### config.mk
export PLATFORM = sky130hd
export DESIGN_NAME = hs_switch_ctrl
export DESIGN_NICKNAME = d
export VERILOG_FILES = /design/src/rtl/hs_switch_pkg.sv /design/src/rtl/hs_oc_filter.sv /design/src/rtl/hs_switch_ctrl.sv
export SDC_FILE = /design/constraint.sdc
export NUM_CORES = 1
export LEC_CHECK = 0
export BUFFER_PORTS_ARGS = -buffer_cell sky130_fd_sc_hd__buf_2
export CAP_MARGIN = 20
export CORE_ASPECT_RATIO = 0.6
export CORE_MARGIN = 3
export CORE_UTILIZATION = 40
export CTS_CLUSTER_SIZE = 30
export DETAILED_ROUTE_END_ITERATION = 10
export PLACE_DENSITY = 0.59
export SLEW_MARGIN = 10
export SYNTH_ARGS = -nofsm -noshare
export SYNTH_HDL_FRONTEND = slang
export SYNTH_SLANG_ARGS = --single-unit
### constraint.sdc
create_clock -name pclk -period 2.7 [get_ports pclk]
set_clock_uncertainty 0.2 [all_clocks]
set_input_delay 0 -clock pclk [delete_from_list [all_inputs] [get_ports pclk]]
set_output_delay 0 -clock pclk [all_outputs]
set_load 0.03 [all_outputs]
### src/rtl/hs_switch_pkg.sv
// package: register map, field layout, codes and timing for the high-side switch control
package hs_switch_pkg;

    // register byte offsets
    localparam logic [7:0] OFS_CTRL_A     = 8'h00;
    localparam logic [7:0] OFS_CTRL_B     = 8'h04;
    localparam logic [7:0] OFS_SUPPLY_CFG = 8'h08;
    localparam logic [7:0] OFS_OC_STAT    = 8'h0C;
    localparam logic [7:0] OFS_OL_STAT    = 8'h10;
    localparam logic [7:0] OFS_SUP_STAT   = 8'h14;
    localparam logic [7:0] OFS_MODE       = 8'h18;
    localparam logic [7:0] OFS_OUT_STAT   = 8'h1C;

    // per-output configuration field: 3 bits, two outputs per control register
    localparam int CFG_W      = 3;
    localparam int CFG_LO_POS = 0;
    localparam int CFG_HI_POS = 4;

    // supply configuration bits
    localparam int OV_DIS_POS  = 0;
    localparam int UV_DIS_POS  = 1;
    localparam int REC_POS     = 2;
    // supply status bits
    localparam int SUP_OV_POS  = 0;
    localparam int SUP_UV_POS  = 1;

    localparam logic [31:0] CTRL_RESET    = 32'h0000_0000;
    localparam logic [2:0]  SUPPLY_RESET  = 3'h0;
    localparam logic [2:0]  STATUS_RESET  = 3'h0;

    // output configuration codes
    localparam logic [2:0] CFG_OFF    = 3'h0;
    localparam logic [2:0] CFG_ON     = 3'h1;
    localparam logic [2:0] CFG_TIMER1 = 3'h2;
    localparam logic [2:0] CFG_TIMER2 = 3'h3;
    localparam logic [2:0] CFG_PWM1   = 3'h4;
    localparam logic [2:0] CFG_PWM2   = 3'h5;

    // overcurrent filter time in ns and its cycle count at 40 MHz (rounded up)
    localparam int CLK_PERIOD_NS  = 25;
    localparam int OC_FILTER_NS   = 100000;
    localparam int OC_FILTER_CYC  = (OC_FILTER_NS + CLK_PERIOD_NS - 1) / CLK_PERIOD_NS;
    localparam int OC_CNT_W       = 13;

    // chip operating modes
    typedef enum logic [4:0] {
        MODE_NORMAL    = 5'b00001,
        MODE_STOP      = 5'b00010,
        MODE_SLEEP     = 5'b00100,
        MODE_RESTART   = 5'b01000,
        MODE_FAILSAFE  = 5'b10000
    } chip_mode_e;

    // analog comparator inputs for one output
    typedef struct packed {
        logic overcurrent;
        logic open_load;
    } sense_s;

    // timer and pwm drive sources
    typedef struct packed {
        logic timer1;
        logic timer2;
        logic pwm1;
        logic pwm2;
    } source_s;

    function automatic logic source_level(input logic [2:0] code, input source_s src);
        logic lvl;
        lvl = 1'b0;
        case (code)
            CFG_ON:     lvl = 1'b1;
            CFG_TIMER1: lvl = src.timer1;
            CFG_TIMER2: lvl = src.timer2;
            CFG_PWM1:   lvl = src.pwm1;
            CFG_PWM2:   lvl = src.pwm2;
            default:    lvl = 1'b0;
        endcase
        return lvl;
    endfunction

endpackage

### src/rtl/hs_oc_filter.sv
// overcurrent filter: flags a trip after the condition holds for the filter time
`timescale 1ns/10ps
module hs_oc_filter
    import hs_switch_pkg::*;
#(
    parameter int FILTER_CYC = OC_FILTER_CYC
) (
    // clock and reset
    input  wire logic pclk,
    input  wire logic presetn,
    input  wire logic clk_en,
    // condition
    input  wire logic active,
    input  wire logic over,
    // result
    output logic      trip
);
    logic [OC_CNT_W-1:0] count;
    wire                 counting = active && over;
    wire                 at_limit = (count == OC_CNT_W'(FILTER_CYC));

    // counter restarts whenever the condition drops, so glitches never trip
    always_ff @(posedge pclk or negedge presetn) begin
        if (!presetn) begin
            count <= '0;
        end else if (clk_en) begin
            if (!counting)
                count <= '0;
            else if (!at_limit)
                count <= count + OC_CNT_W'(1);
        end
    end

    assign trip = counting && at_limit;
endmodule // hs_oc_filter

### src/rtl/hs_switch_ctrl.sv
// high-side switch control: source select, supply and load protection, apb registers
// Behaviour
// - output follows direct, timer or pwm source
// - stop/sleep keep config, config writes ignored
// - restart or fail-safe turns all outputs off
// - overvoltage shutdown unless disabled, then reactivate
// - undervoltage shutdown unless disabled, then reactivate
// - recovery bit 1 restores, else clear config
// - supply faults set only supply flags
// - filtered overcurrent turns output off
// - overcurrent sets flag, config forced 000
// - overcurrent flags stay until software clears
// - open load checked only while on
// - open load keeps output on, flag sticky
//
// The APB slave port and the register addresses were decided locally.
`timescale 1ns/10ps
module hs_switch_ctrl
    import hs_switch_pkg::*;
(
    // clock and reset
    input  wire logic        pclk,
    input  wire logic        presetn,
    input  wire logic        clk_en,
    // apb slave
    input  wire logic        psel,
    input  wire logic        penable,
    input  wire logic        pwrite,
    input  wire logic [7:0]  paddr,
    input  wire logic [31:0] pwdata,
    input  wire logic [3:0]  pstrb,
    output logic             pready,
    output logic [31:0]      prdata,
    output logic             pslverr,
    // chip mode from the state machine
    input  wire chip_mode_e  chip_mode,
    // supply comparators
    input  wire logic        supply_ov,
    input  wire logic        supply_uv,
    // per-output sensing and sources
    input  wire sense_s [3:0] sense,
    input  wire source_s     sources,
    // switch gate drives
    output logic [3:0]       switch_output
);
    // configuration fields of the four outputs
    logic [2:0] cfg [4];
    logic [2:0] supply_cfg;
    logic [3:0] overcurrent_status;
    logic [3:0] open_load_status;
    logic [1:0] supply_status;

    wire overvoltage_shutdown_disable  = supply_cfg[OV_DIS_POS];
    wire undervoltage_shutdown_disable = supply_cfg[UV_DIS_POS];
    wire supply_fault_recovery         = supply_cfg[REC_POS];
    wire supply_overvoltage_flag       = supply_status[SUP_OV_POS];
    wire supply_undervoltage_flag      = supply_status[SUP_UV_POS];

    // bus decode
    wire        setup_ph   = psel && !penable;
    wire        access_ph  = psel && penable;
    wire        wr_access  = access_ph && pwrite && clk_en;
    wire        rd_access  = access_ph && !pwrite && clk_en;
    wire        hit_ctrl_a = (paddr == OFS_CTRL_A);
    wire        hit_ctrl_b = (paddr == OFS_CTRL_B);
    wire        hit_sup    = (paddr == OFS_SUPPLY_CFG);
    wire        hit_oc     = (paddr == OFS_OC_STAT);
    wire        hit_ol     = (paddr == OFS_OL_STAT);
    wire        hit_sstat  = (paddr == OFS_SUP_STAT);
    wire        hit_mode   = (paddr == OFS_MODE);
    wire        hit_out    = (paddr == OFS_OUT_STAT);
    wire        mapped     = hit_ctrl_a | hit_ctrl_b | hit_sup | hit_oc | hit_ol | hit_sstat | hit_mode | hit_out;
    wire        lane0      = pstrb[0];

    // mode gating: only normal mode accepts configuration
    wire        mode_normal  = (chip_mode == MODE_NORMAL);
    wire        mode_low     = (chip_mode == MODE_STOP) || (chip_mode == MODE_SLEEP);
    wire        mode_killed  = (chip_mode == MODE_RESTART) || (chip_mode == MODE_FAILSAFE);
    wire        cfg_wr_ok    = wr_access && lane0 && mode_normal;

    // supply shutdown
    wire        ov_shut      = supply_ov && !overvoltage_shutdown_disable;
    wire        uv_shut      = supply_uv && !undervoltage_shutdown_disable;
    wire        supply_shut  = ov_shut || uv_shut;
    logic       supply_shut_d;
    wire        supply_release = supply_shut_d && !supply_shut;
    wire        clear_on_release = supply_release && !supply_fault_recovery;

    // per-output logic
    logic [3:0] oc_trip;
    logic [3:0] next_on;
    logic [3:0] ol_event;
    logic [3:0] cfg_wr_hit;
    logic [2:0] wr_field [4];

    assign cfg_wr_hit[0] = cfg_wr_ok && hit_ctrl_a;
    assign cfg_wr_hit[1] = cfg_wr_ok && hit_ctrl_a;
    assign cfg_wr_hit[2] = cfg_wr_ok && hit_ctrl_b;
    assign cfg_wr_hit[3] = cfg_wr_ok && hit_ctrl_b;
    assign wr_field[0]   = pwdata[CFG_LO_POS +: CFG_W];
    assign wr_field[1]   = pwdata[CFG_HI_POS +: CFG_W];
    assign wr_field[2]   = pwdata[CFG_LO_POS +: CFG_W];
    assign wr_field[3]   = pwdata[CFG_HI_POS +: CFG_W];

    for (genvar i = 0; i < 4; i++) begin : g_out
        // source selection and shutdown gating
        assign next_on[i]  = source_level(cfg[i], sources) && !supply_shut && !mode_killed;
        assign ol_event[i] = switch_output[i] && sense[i].open_load;

        hs_oc_filter u_filter (
            .pclk    (pclk),
            .presetn (presetn),
            .clk_en  (clk_en),
            .active  (switch_output[i]),
            .over    (sense[i].overcurrent),
            .trip    (oc_trip[i])
        );

        always_ff @(posedge pclk or negedge presetn) begin
            if (!presetn) begin
                cfg[i] <= CFG_OFF;
            end else if (clk_en) begin
                if (oc_trip[i] || clear_on_release)
                    cfg[i] <= CFG_OFF;
                else if (cfg_wr_hit[i])
                    cfg[i] <= wr_field[i];
            end
        end
    end

    // outputs freeze while clock enable is low; trip drops the drive at once
    always_ff @(posedge pclk or negedge presetn) begin
        if (!presetn) begin
            switch_output <= 4'h0;
            supply_shut_d <= 1'b0;
        end else if (clk_en) begin
            switch_output <= next_on & ~oc_trip;
            supply_shut_d <= supply_shut;
        end
    end

    // sticky flags: event wins over a software clear
    wire [3:0] oc_clr = (wr_access && lane0 && hit_oc) ? pwdata[3:0] : 4'h0;
    wire [3:0] ol_clr = (wr_access && lane0 && hit_ol) ? pwdata[3:0] : 4'h0;
    wire [1:0] sp_clr = (wr_access && lane0 && hit_sstat) ? pwdata[1:0] : 2'h0;
    wire [1:0] sp_evt = {supply_uv, supply_ov};

    always_ff @(posedge pclk or negedge presetn) begin
        if (!presetn) begin
            overcurrent_status <= 4'h0;
            open_load_status   <= 4'h0;
            supply_status      <= 2'h0;
        end else if (clk_en) begin
            overcurrent_status <= (overcurrent_status & ~oc_clr) | oc_trip;
            open_load_status   <= (open_load_status & ~ol_clr) | ol_event;
            supply_status      <= (supply_status & ~sp_clr) | sp_evt;
        end
    end

    // supply configuration writable in normal mode only
    always_ff @(posedge pclk or negedge presetn) begin
        if (!presetn)
            supply_cfg <= SUPPLY_RESET;
        else if (clk_en && cfg_wr_ok && hit_sup)
            supply_cfg <= pwdata[2:0];
    end

    // read mux
    wire [31:0] rd_word =
        hit_ctrl_a ? {25'h0, cfg[1], 1'b0, cfg[0]} :
        hit_ctrl_b ? {25'h0, cfg[3], 1'b0, cfg[2]} :
        hit_sup    ? {29'h0, supply_cfg} :
        hit_oc     ? {28'h0, overcurrent_status} :
        hit_ol     ? {28'h0, open_load_status} :
        hit_sstat  ? {30'h0, supply_undervoltage_flag, supply_overvoltage_flag} :
        hit_mode   ? {27'h0, chip_mode} :
        hit_out    ? {28'h0, switch_output} : 32'h0000_0000;

    always_ff @(posedge pclk or negedge presetn) begin
        if (!presetn)
            prdata <= 32'h0000_0000;
        else if (clk_en && setup_ph && !pwrite)
            prdata <= rd_word;
    end

    // zero-wait slave; stalls while the clock enable is low
    assign pready  = clk_en;
    assign pslverr = access_ph && !mapped;

    wire unused_ok = rd_access | mode_low;

    a_oc_forces_off: assert property (@(posedge pclk) disable iff (!presetn)
        clk_en && oc_trip[2] |=> cfg[2] == CFG_OFF && overcurrent_status[2] && !switch_output[2])
        else $error("overcurrent did not force output off");

    a_oc_trip_off: assert property (@(posedge pclk) disable iff (!presetn)
        clk_en && (|oc_trip) |=> (switch_output & $past(oc_trip)) == 4'h0)
        else $error("overcurrent trip left output on");

    a_killed_mode_off: assert property (@(posedge pclk) disable iff (!presetn)
        clk_en && mode_killed |=> switch_output == 4'h0)
        else $error("output on in restart or fail-safe");

    a_ov_shutdown: assert property (@(posedge pclk) disable iff (!presetn)
        clk_en && supply_ov && !overvoltage_shutdown_disable |=> switch_output == 4'h0)
        else $error("overvoltage did not shut outputs");

    a_uv_shutdown: assert property (@(posedge pclk) disable iff (!presetn)
        clk_en && supply_uv && !undervoltage_shutdown_disable |=> switch_output == 4'h0)
        else $error("undervoltage did not shut outputs");

    a_no_recover_clear: assert property (@(posedge pclk) disable iff (!presetn)
        clk_en && supply_release && !supply_fault_recovery |=> cfg[2] == CFG_OFF)
        else $error("config kept without recovery");

    a_low_mode_hold: assert property (@(posedge pclk) disable iff (!presetn)
        clk_en && mode_low && !oc_trip[1] && !clear_on_release |=> $stable(cfg[1]))
        else $error("config changed in low-power mode");

    a_ol_keeps_on: assert property (@(posedge pclk) disable iff (!presetn)
        clk_en && ol_event[2] && next_on[2] && !oc_trip[2] |=> open_load_status[2] && switch_output[2])
        else $error("open load not flagged or output dropped");

    a_ol_flag_sticky: assert property (@(posedge pclk) disable iff (!presetn)
        clk_en && open_load_status[2] && ol_clr[2] == 1'b0 |=> open_load_status[2])
        else $error("open load flag dropped");

    a_oc_clear_blocked: assert property (@(posedge pclk) disable iff (!presetn)
        clk_en && oc_clr[3] && oc_trip[3] |=> overcurrent_status[3])
        else $error("overcurrent clear won over live fault");

    a_supply_only_flags: assert property (@(posedge pclk) disable iff (!presetn)
        clk_en && supply_ov && !(|oc_trip) && !(|ol_event) && oc_clr == 4'h0 |=>
        supply_overvoltage_flag && overcurrent_status == $past(overcurrent_status))
        else $error("supply fault touched other flags");

    a_direct_on: assert property (@(posedge pclk) disable iff (!presetn)
        clk_en && cfg[1] == CFG_ON && !supply_shut && !mode_killed && !oc_trip[1] |=> switch_output[1])
        else $error("direct on setting not applied");
endmodule // hs_switch_ctrl

Word level (Yosys, flattened, before mapping). Index checks and enable logic that the tools add are counted.

Input bits: 69. Bits in registers: 114.

Bitwise operators: 18. Eq/ne operators: 38. Add/sub/neg operators: 4. Multiplexer cells: 31. Reductions and logical operators: 67.

Operators with widths (number): 13-bit 2-to-1 mux (8); 13-bit by 1-bit adder with 13-bit output (second input constant) (4); 13-bit by 12-bit equality test with 1-bit output (second input constant) (4); 1-bit logical AND (40); 8-bit by 5-bit equality test with 1-bit output (second input constant) (4); 5-bit 2-to-1 mux (5); 3-bit by 2-bit equality test with 1-bit output (second input constant) (8); 3-bit equality test (second input constant) (8); 3-bit 2-to-1 mux (8); 1-bit one-hot mux with 5 select lines (4); 8-bit by 4-bit equality test with 1-bit output (second input constant) (2); 2-bit AND reduction (8); 7-bit 2-to-1 mux (2); 4-bit AND (3); 3-bit by 1-bit equality test with 1-bit output (second input constant) (4); 4-bit 2-to-1 mux (3); 4-bit inverter (3); 8-bit by 3-bit equality test with 1-bit output (second input constant) (1); 1-bit logical NOT (8); 8-bit logical NOT (1); 2-bit != test (second input constant) (4); 4-bit bitwise OR (2); 2-bit nonzero test (4); 1-bit bitwise OR (7); 8 further kinds (13).

Depth between registers and ports, before layout.
Depth in word-level cells: 10. Depth in mapped cells: 7. Gate-level depth less buffers: 7.

By module. Synthesis repeated with hierarchy kept, for this count alone.

Cells, all modules: 593. Area, all modules: 5612.9 µm².

By module, submodules not included: hs_oc_filter (area an instance 789.5 µm², cells each 85, times used 4); hs_switch_ctrl (area an instance 2454.9 µm², cells each 253, times used 1).

Worst setup path before layout. No wires, ideal clock.

Path kind: reg2reg. From: register g_out[3].u_filter.count[0]. To: register cfg[0] (netlist name). Library setup time: 0.121 ns. Slack: 0.470 ns. Cell stages (with the launch flop): 8. Data required time: 2.379 ns. Data arrival time: 1.909 ns. Cell sequence: dfrtp_1 > inv_1 > ha_1 > or4b_1 > or4_4 > nand2_2 > o21ai_2 > a22o_1.

Longest elaborated chain between the ends: 5. Elaborated cells between the ends (all ways): 6.

RTL lines: from (decl) (line hs_oc_filter.sv:18) `logic [OC_CNT_W-1:0] count;`; from (signal assigned) (line hs_oc_filter.sv:30) `count <= count + OC_CNT_W'(1);`; 13-bit by 12-bit equality test with 1-bit output * (line hs_oc_filter.sv:20) `wire at_limit = (count == OC_CNT_W'(FILTER_CYC));`; 1-bit logical AND * (line hs_oc_filter.sv:34) `assign trip = counting && at_limit;`; 1-bit logical OR * (line hs_switch_ctrl.sv:123) `if (oc_trip[i] || clear_on_release)`; 2-bit nonzero test (no source line); 2-bit AND reduction (no source line); to (signal, indexed assignment) (line hs_switch_ctrl.sv:126) `cfg[i] <= wr_field[i];`; to (decl) (line hs_switch_ctrl.sv:47) `logic [2:0] cfg [4];`.

Mark *: on every way between the ends. The rest lies on a longest branch, timed or not. A chain may end at the register's enable or synchronous reset.

Worst setup path in the final report.
From: input clk_en. To: register open_load_status[1].

Longest elaborated chain between the ends: 7.

RTL lines: from (decl) (line hs_switch_ctrl.sv:24) `input wire logic clk_en,`; 1-bit logical AND (line hs_switch_ctrl.sv:62) `wire wr_access = access_ph && pwrite && clk_en;`; 1-bit logical AND (2 in a row) (line hs_switch_ctrl.sv:144) `wire [3:0] ol_clr = (wr_access && lane0 && hit_ol) ? pwdata[3:0] : 4'h0;`; 4-bit 2-to-1 mux (line hs_switch_ctrl.sv:144); 4-bit inverter (line hs_switch_ctrl.sv:155) `open_load_status <= (open_load_status & ~ol_clr) | ol_event;`; 4-bit AND (line hs_switch_ctrl.sv:155); 4-bit bitwise OR (line hs_switch_ctrl.sv:155); to (signal assigned) (line hs_switch_ctrl.sv:155); to (decl) (line hs_switch_ctrl.sv:50) `logic [3:0] open_load_status;`.

Several ways; a longest one is shown, not always the timed one.

==> key figures <==
Critical path
  – Worst path cell trace: dlygate4sd3_1 -> buf_2 -> and4_1 -> and4b_1 -> nand4_1 -> o21ai_0 -> nand2_1 -> dlygate4sd3_1
  – Worst R2R Path Depth: 7
  – Worst EP required: 2.74 ns
  – Max incr delay on CP: approximately 0.55 ns
  – Crit path capture type: flip-flop
  – CP max FO: 8
  – Crit start category: primary input
  – Most frequent CP cell: dlygate4sd3_1
  – Slowest stage cell, crit path: dlygate4sd3_1
  – Worst setup path class: primary input to flip-flop
  – Critical Path AT: about 2.5 ns

Yosys
  – Synth Cell Area: 0.00499 sq mm
  – Seq/Total Area, Yosys: 44.6%
  – Ys Warns: 0
  – Primary FF master, synth: dfrtp_1
  – Synth area leaders: dfrtp_1 (45%), buf_4 (4.7%), o21ai_0 (4.3%)
  – Synth cell types: 56
  – Mux cell area share after synthesis: 2.63%
  – Largest family of logic cells by synthesized area: simple AND/OR/NAND/NOR gates
  – Count of flip-flops with a built-in enable after synthesis: 0
  – Synth Area in XOR/XNOR: 5.96%
  – Synth Area in Adders: 2.00%
  – Synth area leader: dfrtp_1
  – Area share of the largest cell type after synthesis: ~45%
  – Seq cells post-synth: 89
  – Post-synthesis simple-gate area fraction: about 22%
  – Async set-reset flop share out of synthesis: 100%
  – Avg Synthesized Cell Area: 9.28 sq um
  – Most frequent cell after synthesis: dfrtp_1
  – Syn Inst Count: 538
  – Synth cell count leaders: dfrtp_1 (89), nor2_1 (52), nand2_1 (45)
  – Compound-Gate Fraction of Synth Area: between 15 and 20%

Global route
  – Vias in the first global route: 3984
  – Gr usage total: 18.9%
  – First-pass GRT wire length: 20700 microns
  – Largest net degree at the start of global routing: between 50 and 60
  – Initial antenna violation count: 0
  – GRT Residual Overflow: 0

Hold path
  – Hold Crit Class: primary input to flip-flop
  – Hold Path Cell Cnt: 5

CTS
  – Clk sinks: 89
  – Cts hold-fix bufs: 27
  – Clock Tree Buf Depth: 2
  – Clk root buf: clkbuf_16
  – Clock insertion delay at the later pin of the skew report: 0.35 ns
  – Clock transition at the registers of the reported paths: 0.07 ns
  – TritonCTS buffer count: 9
  – Post-CTS setup buffer count: 0
  – Max H-tree Level: 3
  – # resized after CTS: 0
  – CTS tree: built

Floorplan
  – Io pins: 107
  – Full die area: 0.0139 sq mm
  – Die X: 150 microns
  – Core Area: ~0.012 sq mm
  – Row Count: 30
  – Die Y: 92.5 microns
  – Initial Utilization: a little over two fifths

Routing
  – Post-route ant nets: 0
  – DR DRC count: 0
  – Via density: approximately 5.5
  – DRT Wirelength: ~13000 microns
  – Vias: 4247
  – DRT iter0 DRCs: 306
  – 1st-pass router iterations: 5
  – Routed len/inst: 16.2 microns

Finish
  – P&R area growth vs syn: 18.1%
  – Layout cells sized above 1: 15.5%
  – ANT cells: 0
  – Post-route cell area: 0.00590 sq mm
  – Fin nets: 691
  – Finished Layout Cells: 779

STA
  – Hold Violations, Final: 0
  – Endpoints failing setup: 0
  – Post-layout min period: 2.48 ns
  – Max Slew Vio Count: 0
  – RSZ-0062 raised after global routing: false
  – Setup ws final: 0.222 ns
  – Highest Clock Rate: 404 MHz
  – Worst hold slack: 0.0114 ns
  – Tightest Pin Transition: 0.764 ns
  – Fin crit share: 91.8%
  – Rel. slew slack: between 40% and 50%
  – TNS Setup: 0 ns

Outcome
  – Status: finished, final reports clean

Pwr
  – Maximum vdd ir drop: 0.293 mV
  – PD cells: ~490 mW/mm^2
  – Leak: 2.64 nW

Placement
  – Gpl congestion: 0.889
  – Placed cell area: 0.00533 sq mm
  – DP Wirelength: about 9300 microns
  – Placed Instances: about 740
  – # port buffers: 53
  – Post-place setup slack: around 0.33 ns

Job
  – Max_cap viols: 0
-- registers in the layout, summed over array words and instances, names as in the netlist --
| register | count |
|---|---|
| supply_status | 2 |
| prdata | 7 |
| switch_output | 4 |
| overcurrent_status | 4 |
| open_load_status | 4 |
| g_out.u_filter.count | 52 |
| supply_shut_d | 1 |
| cfg | 12 |
| supply_cfg | 3 |
-- per-layer routing --
layer / vias up / share of wire, % / routed length, microns / track usage, %
met4: 0 / 0.77 / 97 / 4.34
li1: 2046 / - / - / -
met2: 124 / 41 / 5130 / 25.6
met5: - / 0 / 0 / 0
met1: 2067 / 51 / 6440 / 29.1
met3: 10 / 7.4 / 927 / 5.62
-- critical path, delay by kind of cell --
kind,cells,cell delay (ns)
buf+inv,3,1.34
simple gates,4,0.89
compound gates,1,0.27
-- kinds of logic (layout without fill, tap and decap cells) --
group,after synthesis,in the layout
other cells,1,25
simple gates,208,208
xor+xnor,34,34
buf+inv,68,125
flops,89,89
compound gates,119,119
fa+ha+maj,8,8
mux,11,11
-- report_power, final --
group          internal [mW]  switching, mW  total (mW)
combinational         0.0842          0.179       0.264
sequential              1.34        0.00468        1.34
clock                  0.725          0.540        1.26
total                   2.15          0.724        2.87
-- path summary, 6_finish.rpt --
path,start,to,slack [ns]
setup / recovery,clk_en,open_load_status[1],0.22
hold / removal,sources[3],switch_output[2],0.01
setup reg to reg,g_out[3].u_filter.count[0],cfg[2],0.33
hold reg to reg,prdata[3],prdata[3],0.28
max in group asynchronous,presetn,cfg[7],1.61
min in group asynchronous,presetn,g_out[2].u_filter.count[10],0.05
-- layout make-up --
cell class	count	area [sq um]
well taps	160	200
inverters	22	82.6
clock inverters	7	77.6
flip-flops and latches	89	2230
fillers	1096	5850
multi-input cells	405	2470
repair buffers	87	616
clock buffers	9	225
-- cells in the final DEF (no fill, tap or decap), types with 4 or more instances in the layout --
master,count
buf_4,6
a22o_1,8
inv_1,22
o2bb2ai_1,6
o21ai_0,43
clkbuf_16,9
xor2_1,24
nor4_1,7
nand2_1,45
buf_2,52
conb_1,25
nand3_1,29
nand4_1,19
dlygate4sd3_1,27
dfrtp_1,89
nor3_1,7
a21o_1,5
o2111ai_1,4
a21oi_1,25
or3_1,6
ha_1,8
o31ai_1,5
and3_1,9
a311oi_1,7
nor2_1,52
xnor2_1,10
mux2_2,7
-- stage by stage --
| step | utilization (%) | total power [mW] |
|---|---|---|
| after CTS | 50.2 | 2.91 |
| final | 50.2 | 2.87 |
| after global routing | 50.2 | 2.98 |
| after floorplan | - | 1.53 |
| after global placement | 45.3 | 1.60 |
| after detailed placement | 45.3 | 1.60 |
Power figures use the tool's default switching activity.
